<file path="config.mk">
export PLATFORM = sky130hd
export DESIGN_NAME = lss_status_refresh
export DESIGN_NICKNAME = d
export VERILOG_FILES = /design/src/include/lss_pkg.sv /design/src/rtl/lss_pulse_div.sv /design/src/rtl/lss_status_refresh.sv
export SDC_FILE = /design/constraint.sdc
export NUM_CORES = 1
export LEC_CHECK = 0
export ABC_AREA = 1
export BUFFER_PORTS_ARGS = -buffer_cell sky130_fd_sc_hd__buf_4
export CAP_MARGIN = 10
export CORE_MARGIN = 10
export CORE_UTILIZATION = 50
export DETAILED_ROUTE_END_ITERATION = 16
export PLACE_DENSITY = 0.76
export SYNTH_ARGS = -nofsm -noshare
export SYNTH_HDL_FRONTEND = slang
export SYNTH_HIERARCHICAL = 1
export SYNTH_SLANG_ARGS = --single-unit
export TNS_END_PERCENT = 30
</file>
<file path="constraint.sdc">
create_clock -name clk -period 5.8 [get_ports clk]
set_clock_uncertainty 0.2 [all_clocks]
set_input_delay 0.29 -clock clk [delete_from_list [all_inputs] [get_ports clk]]
set_output_delay 0.29 -clock clk [all_outputs]
set_load 0.05 [all_outputs]
</file>
<file path="src/include/lss_pkg.sv">
// Shared constants of the light sensor status and refresh block.
// Assumes a 50 MHz system clock and a command-code register port.
package lss_pkg;

   // ----------------------------------------------------------------
   // Command codes and field positions
   // ----------------------------------------------------------------
   localparam logic [7:0]  CMD_POWER_SAVE   = 8'h03;
   localparam logic [7:0]  CMD_WHITE_RESULT = 8'h05;
   localparam logic [7:0]  CMD_EVENT_FLAGS  = 8'h06;

   localparam int          BELOW_FLAG_BIT   = 15;
   localparam int          ABOVE_FLAG_BIT   = 14;
   localparam int          PS_ENABLE_BIT    = 0;
   localparam int          PS_SEL_LSB       = 1;
   localparam int          PS_SEL_MSB       = 2;

   // ----------------------------------------------------------------
   // Reset values
   // ----------------------------------------------------------------
   localparam logic        PS_ENABLE_RESET  = 1'b0;
   localparam logic [1:0]  PS_SEL_RESET     = 2'h0;
   localparam logic [15:0] WHITE_RESET      = 16'h0000;
   localparam logic [15:0] READ_IDLE        = 16'h0000;

   // ----------------------------------------------------------------
   // Timing
   // ----------------------------------------------------------------
   localparam int          CLK_PERIOD_NS    = 20;
   localparam int          MS_NS            = 1000000;
   localparam int          MS_TICK_CYCLES   = MS_NS / CLK_PERIOD_NS;

   // Power-save period selection encodings
   typedef enum logic [1:0] {
      PS_MODE1 = 2'b00,
      PS_MODE2 = 2'b01,
      PS_MODE3 = 2'b10,
      PS_MODE4 = 2'b11
   } lss_ps_mode_e;

   // Integration time codes with a tabled refresh period
   localparam logic [3:0]  IT_CODE0         = 4'h0;
   localparam logic [3:0]  IT_CODE1         = 4'h1;
   localparam logic [3:0]  IT_CODE2         = 4'h2;
   localparam logic [3:0]  IT_CODE3         = 4'h3;

   // Mode 1 refresh periods in ms: 600, 700, 900, 1300
   localparam logic [15:0] BASE_IT0_MS      = 16'h0258;
   localparam logic [15:0] BASE_IT1_MS      = 16'h02bc;
   localparam logic [15:0] BASE_IT2_MS      = 16'h0384;
   localparam logic [15:0] BASE_IT3_MS      = 16'h0514;

   // Extra ms per mode: 0, 500, 1500, 3500
   localparam logic [15:0] ADD_MODE1_MS     = 16'h0000;
   localparam logic [15:0] ADD_MODE2_MS     = 16'h01f4;
   localparam logic [15:0] ADD_MODE3_MS     = 16'h05dc;
   localparam logic [15:0] ADD_MODE4_MS     = 16'h0dac;

endpackage

</file>
<file path="src/rtl/lss_pulse_div.sv">
// Counting divider: one-cycle pulse after limit enabled cycles.
// Assumes limit is at least one; a limit of zero acts as one.
`timescale 1ns/1ps
module lss_pulse_div (
   input  wire logic        clk,
   input  wire logic        rst,
   input  wire logic        restart,
   input  wire logic        step,
   input  wire logic [15:0] limit,
   output logic             pulse_q
);
   import lss_pkg::*;

   logic [15:0] count_q;
   logic [15:0] count_d;
   logic        pulse_d;

   always_comb begin
      count_d = count_q;
      pulse_d = 1'b0;
      if (restart) begin
         count_d = 16'h0000;
      end else if (step) begin
         // A shrunken limit must not let the count run past it
         if (count_q + 16'h0001 >= limit) begin
            count_d = 16'h0000;
            pulse_d = 1'b1;
         end else begin
            count_d = count_q + 16'h0001;
         end
      end
   end

   always_ff @(posedge clk) begin
      if (rst) begin
         count_q <= 16'h0000;
         pulse_q <= 1'b0;
      end else begin
         count_q <= count_d;
         pulse_q <= pulse_d;
      end
   end

endmodule

</file>
<file path="src/rtl/lss_status_refresh.sv">
// Result, event-flag and refresh-period logic of the light sensor.
// Assumes the command front end, the converter and the threshold
// registers share clk; all inputs are same-domain logic.
`timescale 1ns/1ps
module lss_status_refresh #(
   parameter int unsigned TICK_CYCLES = lss_pkg::MS_TICK_CYCLES
) (
   input  wire logic        clk,
   input  wire logic        rst,
   input  wire logic [7:0]  cmd_code,
   input  wire logic        wr_en,
   input  wire logic [15:0] wr_data,
   input  wire logic        rd_en,
   output logic [15:0]      rd_data_q,
   output logic             rd_valid_q,
   input  wire logic [15:0] sample_data,
   input  wire logic [15:0] low_threshold,
   input  wire logic [15:0] high_threshold,
   input  wire logic        threshold_int_enable,
   input  wire logic [3:0]  integration_time_code,
   output logic             measure_strobe_q,
   output logic             power_save_enable_q,
   output logic [1:0]       power_save_period_sel_q
);
   import lss_pkg::*;

   // ----------------------------------------------------------------
   // Power-save register
   // ----------------------------------------------------------------
   logic       power_save_enable_d;
   logic [1:0] power_save_period_sel_d;
   logic       ps_write;

   always_comb begin
      ps_write                = wr_en && (cmd_code == CMD_POWER_SAVE);
      power_save_enable_d     = power_save_enable_q;
      power_save_period_sel_d = power_save_period_sel_q;
      if (ps_write) begin
         power_save_enable_d     = wr_data[PS_ENABLE_BIT];
         power_save_period_sel_d = wr_data[PS_SEL_MSB:PS_SEL_LSB];
      end
   end

   always_ff @(posedge clk) begin
      if (rst) begin
         power_save_enable_q     <= PS_ENABLE_RESET;
         power_save_period_sel_q <= PS_SEL_RESET;
      end else begin
         power_save_enable_q     <= power_save_enable_d;
         power_save_period_sel_q <= power_save_period_sel_d;
      end
   end

   // ----------------------------------------------------------------
   // Refresh period selection
   // ----------------------------------------------------------------
   logic [15:0] base_ms;
   logic [15:0] add_ms;
   logic [15:0] period_ms;

   always_comb begin
      // Untabled integration codes fall back to the shortest period
      case (integration_time_code)
         IT_CODE0: base_ms = BASE_IT0_MS;
         IT_CODE1: base_ms = BASE_IT1_MS;
         IT_CODE2: base_ms = BASE_IT2_MS;
         IT_CODE3: base_ms = BASE_IT3_MS;
         default:  base_ms = BASE_IT0_MS;
      endcase
      case (lss_ps_mode_e'(power_save_period_sel_q))
         PS_MODE1: add_ms = ADD_MODE1_MS;
         PS_MODE2: add_ms = ADD_MODE2_MS;
         PS_MODE3: add_ms = ADD_MODE3_MS;
         PS_MODE4: add_ms = ADD_MODE4_MS;
         default:  add_ms = ADD_MODE1_MS;
      endcase
      // Mode adder only counts with power saving on
      if (power_save_enable_q) begin
         period_ms = base_ms + add_ms;
      end else begin
         period_ms = base_ms;
      end
   end

   // ----------------------------------------------------------------
   // Millisecond tick and refresh timer
   // ----------------------------------------------------------------
   logic ms_tick;
   logic refresh_tick;
   logic [15:0] tick_limit;
   logic [3:0]  it_code_q;
   logic [3:0]  it_code_d;
   logic        period_restart;

   assign tick_limit = TICK_CYCLES[15:0];

   lss_pulse_div u_ms_div (
      .clk     (clk),
      .rst     (rst),
      .restart (1'b0),
      .step    (1'b1),
      .limit   (tick_limit),
      .pulse_q (ms_tick)
   );

   // A new setting starts a fresh full period rather than a short one
   always_comb begin
      it_code_d      = integration_time_code;
      period_restart = ps_write || (it_code_q != integration_time_code);
   end

   always_ff @(posedge clk) begin
      if (rst) begin
         it_code_q <= 4'h0;
      end else begin
         it_code_q <= it_code_d;
      end
   end

   lss_pulse_div u_refresh_div (
      .clk     (clk),
      .rst     (rst),
      .restart (period_restart),
      .step    (ms_tick),
      .limit   (period_ms),
      .pulse_q (refresh_tick)
   );

   // ----------------------------------------------------------------
   // Result capture and event flags
   // ----------------------------------------------------------------
   logic [15:0] white_result_q;
   logic [15:0] white_result_d;
   logic        below_window_flag_q;
   logic        below_window_flag_d;
   logic        above_window_flag_q;
   logic        above_window_flag_d;
   logic        measure_strobe_d;
   logic        flags_read;
   logic        below_hit;
   logic        above_hit;

   always_comb begin
      flags_read       = rd_en && (cmd_code == CMD_EVENT_FLAGS);
      below_hit        = refresh_tick && threshold_int_enable
                         && (sample_data < low_threshold);
      above_hit        = refresh_tick && threshold_int_enable
                         && (sample_data > high_threshold);
      measure_strobe_d = refresh_tick;
      white_result_d   = white_result_q;
      if (refresh_tick) begin
         white_result_d = sample_data;
      end
      // Reading the flags clears them; a crossing in the same cycle wins
      below_window_flag_d = below_window_flag_q;
      above_window_flag_d = above_window_flag_q;
      if (flags_read) begin
         below_window_flag_d = 1'b0;
         above_window_flag_d = 1'b0;
      end
      if (below_hit) begin
         below_window_flag_d = 1'b1;
      end
      if (above_hit) begin
         above_window_flag_d = 1'b1;
      end
   end

   always_ff @(posedge clk) begin
      if (rst) begin
         white_result_q      <= WHITE_RESET;
         below_window_flag_q <= 1'b0;
         above_window_flag_q <= 1'b0;
         measure_strobe_q    <= 1'b0;
      end else begin
         white_result_q      <= white_result_d;
         below_window_flag_q <= below_window_flag_d;
         above_window_flag_q <= above_window_flag_d;
         measure_strobe_q    <= measure_strobe_d;
      end
   end

   // ----------------------------------------------------------------
   // Read port
   // ----------------------------------------------------------------
   logic [15:0] rd_data_d;
   logic        rd_valid_d;

   always_comb begin
      rd_valid_d = rd_en;
      rd_data_d  = READ_IDLE;
      if (rd_en) begin
         case (cmd_code)
            CMD_WHITE_RESULT: rd_data_d = white_result_q;
            CMD_EVENT_FLAGS: begin
               rd_data_d                 = READ_IDLE;
               rd_data_d[BELOW_FLAG_BIT] = below_window_flag_q;
               rd_data_d[ABOVE_FLAG_BIT] = above_window_flag_q;
            end
            CMD_POWER_SAVE: begin
               rd_data_d                         = READ_IDLE;
               rd_data_d[PS_ENABLE_BIT]          = power_save_enable_q;
               rd_data_d[PS_SEL_MSB:PS_SEL_LSB]  = power_save_period_sel_q;
            end
            default: rd_data_d = READ_IDLE;
         endcase
      end
   end

   always_ff @(posedge clk) begin
      if (rst) begin
         rd_data_q  <= READ_IDLE;
         rd_valid_q <= 1'b0;
      end else begin
         rd_data_q  <= rd_data_d;
         rd_valid_q <= rd_valid_d;
      end
   end

endmodule

</file>
==> flow_summary.yaml, run 1 <==
run_status:
  status: "finished clean"
die:
  initial_core_util_pct: 51.3
  die_w_um: 128
  dieArea_um2: 16400
  rows: 39
  io_pins: 102
  die_h_um: 128
  coreArea_um2: 11400
timing:
  setup_tns_ps: 0
  setup_violations: 0
  drv_slew: 0
  whs_ps: 0.133
  layout_setup_ws_ps: 1470
  fin_crit_sh_pct: 74.7
  hold_viol: 0
  layout_min_cycle_time_ps: 4330
  worst_pin_slew_ps: 605
  fmax_ghz: 0.231
  timing.slew.headroom_pct: 59.6
  grt_setup_unrepaired: "false"
yosys:
  yosysSeqAreaShare_pct: 26.3
  synth_cell_types: 39
  synth_area_um2: 5850
  synthArstFlopShare_pct: 0
  synth_enable_flop_cells: 0
  avgSynthCellArea_um2: 6.66
  yosys_warnings: 6
  synthCells: 879
  ys_ff_latch: 77
  ys.flop_type: "dfxtp_1"
global_route:
  grt_overflow: 0
  antenna_found_initial: 0
  grt_pass1_vias: 5281
  grt_usage_pct: 16.4
  grt_max_degree: 21
  grt_pass1_wl_um: 22700
setup_path:
  cp-start-kind: "input port"
  critPathRequiredTime_ps: 5820
  max_stage_delay_ps: 550
  crit_path_end_kind: "flip-flop"
  cp_common_cell: "nand2_1"
  arrival_ps: 4350
  cp_max_fo: 13
  crit_family: "simple AND/OR/NAND/NOR gates"
  crit_type: "input port to flip-flop"
  path_buf_inv: 6
  slowest_stage: "dlygate4sd3_1"
final_layout:
  diodes: 0
  fin_area_um2: 7040
  synthToLayoutAreaGrowth_pct: 20.3
  nets: 1149
  mostFrequentLayoutCell: "nand2_1"
  final_util_pct: 61.6
  fillCellCount: 1077
  final_cell_mix: "nand2_1 (186), inv_1 (151), nor2_1 (124)"
  final_cells: 1139
  drive_gt1_share_pct: 14.9
clock_network:
  postCtsSetupBuffers: 0
  postCtsHoldBufs: 4
  cts_tree: "done"
  cts-root-buf: "clkbuf_16"
  clock_sinks: 77
  cts_buffers: 9
  cts_resized: 0
  clk_latency_ps: 340
  htree_levels: 3
  clkSlewWorstSetupHoldPaths_ps: 60
  cts_buffer_depth: 2
placement:
  pre_cts_ws_ps: 1710
  portBuffers: 88
  dpl_cell_area_um2: 6690
  dp.cells: 1119
  dp_hpwl_um: 10600
  gp_congestion: 0.860
routing:
  wire_per_inst_um: 11.6
  firstDrtPassIters: 5
  viasPerCell: 4.85
  drc: 0
  finalWirelength_um: 13200
  ant_nets: 0
  drtIter0Drc: 263
  via_count: 5522
power_and_ir_drop:
  leakage_nw: 3.61
  powerDensity_nw_per_um2: 182
  ir_worst_vdd_mv: 0.119
  finalPower_mw: 1.28
hold_path:
  min_path_type: "input port to flip-flop"
flow_run:
  cap_violations: 0
[final cells by class]
cell class / instances / area [µm²] / share of cell area (%)
flip-flops and latches: 77 / 1540 / 21.9
clock inverters: 6 / 68.8 / 0.978
well taps: 143 / 179 / 2.54
repair buffers: 92 / 701 / 9.95
clock buffers: 10 / 239 / 3.39
inverters: 155 / 582 / 8.27
multi-input cells: 656 / 3730 / 53.0
[flip-flops by register name, indices dropped and copies added, names as in the netlist]
name,count
above_window_flag_q,1
u_refresh_div/count_q,16
rd_data_q,16
u_refresh_div/pulse_q,1
below_window_flag_q,1
measure_strobe_q,1
u_ms_div/count_q,16
power_save_enable_q,1
rd_valid_q,1
u_ms_div/pulse_q,1
it_code_q,4
white_result_q,16
power_save_period_sel_q,2
[synth_stat cells (3+ instances only)]
master    number  share of area (%)
nand2_1      186                 12
inv_1        151                9.7
nor2_1       124                8.0
dfxtp_1       77                 26
ha_1          76                 16
o21ai_0       54                4.6
a21oi_1       44                3.8
nand3_1       44                3.8
nand4_1       15                1.6
nand2_2       10                1.1
xor2_1        10                1.5
buf_2          8               0.68
nor2_2         8               0.86
and2_1         6               0.64
clkbuf_1       5               0.32
nand3_2        5               0.86
nor3_1         5               0.43
nor3_2         5               0.86
o21bai_1       5               0.64
xnor2_1        5               0.75
nor2_4         4               0.77
o21ai_2        3               0.45
[per-layer routing]
layer	GRT usage [%]	vias up	part of all wire, %
met5	0	-	0
met3	5.33	15	6.8
met1	18.8	2423	45
li1	-	2977	-
met2	27.8	107	47
met4	5.70	0	1.5
[power by group]
group / leakage [nW] / internal, mW / switching (mW) / total, mW
Clock: 0.150 / 0.349 / 0.236 / 0.585
Combinational: 2.84 / 0.0741 / 0.0844 / 0.159
Sequential: 0.622 / 0.533 / 0.00325 / 0.536
Total: 3.61 / 0.956 / 0.324 / 1.28
[worst register-to-register path, delay by kind of cell, from the launching register on]
| kind | cells | cell delay (ps) |
|---|---|---|
| AOI/OAI and AO/OA | 3 | 520 |
| adders and majority gates | 4 | 1130 |
| buffers and inverters | 4 | 340 |
| DFF | 1 | 410 |
| and+or+nand+nor | 12 | 1080 |
[path summary, 6_finish.rpt]
kind,end,startpoint,cells after the start,slack (ps)
worst max register to register,u_refresh_div/count_q[10],power_save_period_sel_q[0],23,1980
worst max-delay path,u_refresh_div/count_q[10],integration_time_code[3],27,1470
worst min-delay path,white_result_q[1],sample_data[1],3,0.1
worst min register to register,rd_data_q[3],white_result_q[3],2,240
[logic make-up after synthesis]
| group | Yosys count | synth area share, % |
|---|---|---|
| adder cells (fa/ha/maj) | 77 | 16.6 |
| multiplexers | 2 | 0.342 |
| buffers and inverters | 171 | 11.6 |
| XOR/XNOR | 15 | 2.24 |
| flip-flops | 77 | 26.3 |
| other | 2 | 0.128 |
| AO/OA/AOI/OAI | 116 | 10.8 |
| AND/OR/NAND/NOR | 419 | 32.0 |
Note: power is estimated with default switching activity, not from simulation.
==> run 2, diff against run 1 <==
- PLACE_DENSITY: 0.76 -> 0.79
- clock period: 5.8 -> 3.55 ns (I/O delays scaled with it)
==> flow_summary.yaml, run 2 (synthesis gave the netlist of run 1 again) <==
timing:
  layout_min_cycle_time_ps: 3340
  layout_setup_ws_ps: 210
  fin_crit_sh_pct: 94.1
  drv_slew: 0
  setup_violations: 0
  hold_viol: 0
  worst_pin_slew_ps: 780
  whs_ps: 52.8
  fmax_ghz: 0.299
  timing.slew.headroom_pct: 47.8
final_layout:
  regArea_um2: 1550
  synthToLayoutAreaGrowth_pct: 27.0
  fin_area_um2: 7430
  multi_input_area_um2: 3800
  final_util_pct: 65.1
  mostFrequentLayoutCell: "nand2_1"
  drive_gt1_share_pct: 17.1
  fillCellCount: 991
  diodes: 0
  nets: 1185
  final_cell_mix: "nand2_1 (184), inv_1 (150), nor2_1 (116)"
routing:
  ant_nets: 0
  viasPerCell: 4.87
  firstDrtPassIters: 4
  wire_per_inst_um: 12.0
  drtIter0Drc: 289
  drc: 0
  finalWirelength_um: 14100
  via_count: 5723
setup_path:
  crit_path_end_kind: "flip-flop"
  slowest_stage: "ha_1"
  crit_type: "flip-flop to flip-flop"
  max_stage_delay_ps: 380
  worstPathCellList: "inv_1, ha_2, ha_1, a21o_1, a31oi_1, xor2_1, o21ai_0, inv_1, ha_1, a21oi_1, o21a_1, nand2_1, nand2_1, nand2_2, nand2_4, nand2_8, nor2_2"
  cp-start-kind: "flip-flop"
  arrival_ps: 3410
  reg2reg_slack_ps: 210
  path_buf_inv: 2
  critPathRequiredTime_ps: 3620
  cp_max_fo: 7
  crit_family: "adder cells"
placement:
  pre_cts_ws_ps: 19.3
  dpl_cell_area_um2: 6780
  portBuffers: 88
  dp_hpwl_um: 10800
  gp_congestion: 0.902
global_route:
  grt_pass1_wl_um: 24200
  antenna_found_initial: 0
  grt_pass1_vias: 5646
  grt_max_degree: 21
  grt_overflow: 0
  grt_usage_pct: 17.4
die:
  dieArea_um2: 16400
  initial_core_util_pct: 51.3
  rows: 39
  die_w_um: 128
  io_pins: 102
  die_h_um: 128
  coreArea_um2: 11400
run_status:
  status: "finished clean"
clock_network:
  cts_buffers: 9
  htree_levels: 3
  cts-root-buf: "clkbuf_16"
  clock_sinks: 77
  postCtsSetupBuffers: 0
  cts_buffer_depth: 2
  clkSlewWorstSetupHoldPaths_ps: 60
  cts_tree: "done"
  clk_latency_ps: 330
power_and_ir_drop:
  finalPower_mw: 2.09
  ir_worst_vdd_mv: 0.236
  leakage_nw: 3.78
  powerDensity_nw_per_um2: 281
flow_run:
  cap_violations: 0
hold_path:
  min_path_type: "input port to flip-flop"
## run 2: changes by cell type in the layout (fill, tap and decap cells not counted), moves of 8 or more
cell,change
buf_4,+11
nor2_1,-8
dlygate4sd3_1,+24
nor2_2,+8
## run 2: what timing repair did
action	CTS	global route
resized for setup	0	22
setup endpoints to repair	0	16
hold buffers	28	0
hold endpoints to repair	31	0
## run 2: worst reg2reg max path, delay by kind of cell (launching register included)
kind,cells,cell delay (ps)
AO/OA/AOI/OAI,5,860
XOR/XNOR,1,80
adder cells (fa/ha/maj),3,990
buffers and inverters,2,180
flip-flops,1,360
AND/OR/NAND/NOR,6,610
## run 2: layout make-up
type / count / share of cell area, %
Tap cell: 143 / 2.41
Clock inverter: 5 / 0.791
Clock buffer: 10 / 3.21
Inverter: 155 / 7.83
Multi-Input combinational cell: 657 / 51.2
Sequential cell: 77 / 20.8
Timing Repair Buffer: 127 / 13.8
## run 2: power by group
part / switching, mW / internal, mW / total (mW)
Clock: 0.363 / 0.561 / 0.923
Sequential: 0.00518 / 0.870 / 0.875
Combinational: 0.150 / 0.143 / 0.293
## run 2: final timing paths
check,from,end,cells after the start
max,power_save_period_sel_q[0],u_refresh_div/count_q[12],17
min,threshold_int_enable,above_window_flag_q,5
max reg2reg,power_save_period_sel_q[0],u_refresh_div/count_q[12],17
min reg2reg,white_result_q[7],rd_data_q[7],2
## run 2: per-stage QoR
stage | instances | TNS (ps)
6_report | 1174 | 0
5_1_grt | 1174 | -18.5
4_1_cts | 1173 | 0
3_5_place_dp | 1130 | 0
3_3_place_gp | 1130 | 0
2_1_floorplan | 904 | 0
## run 2: metal layers
metal  up-vias  wire, µm  GRT usage, %  part of all wire (%)
met2       131      6690          30.4                    47
met4         0       335          6.89                   2.4
met1      2512      6170          19.3                    44
met5         -         0             0                     0
met3        31       913          4.88                   6.5
li1       3049         -             -                     -
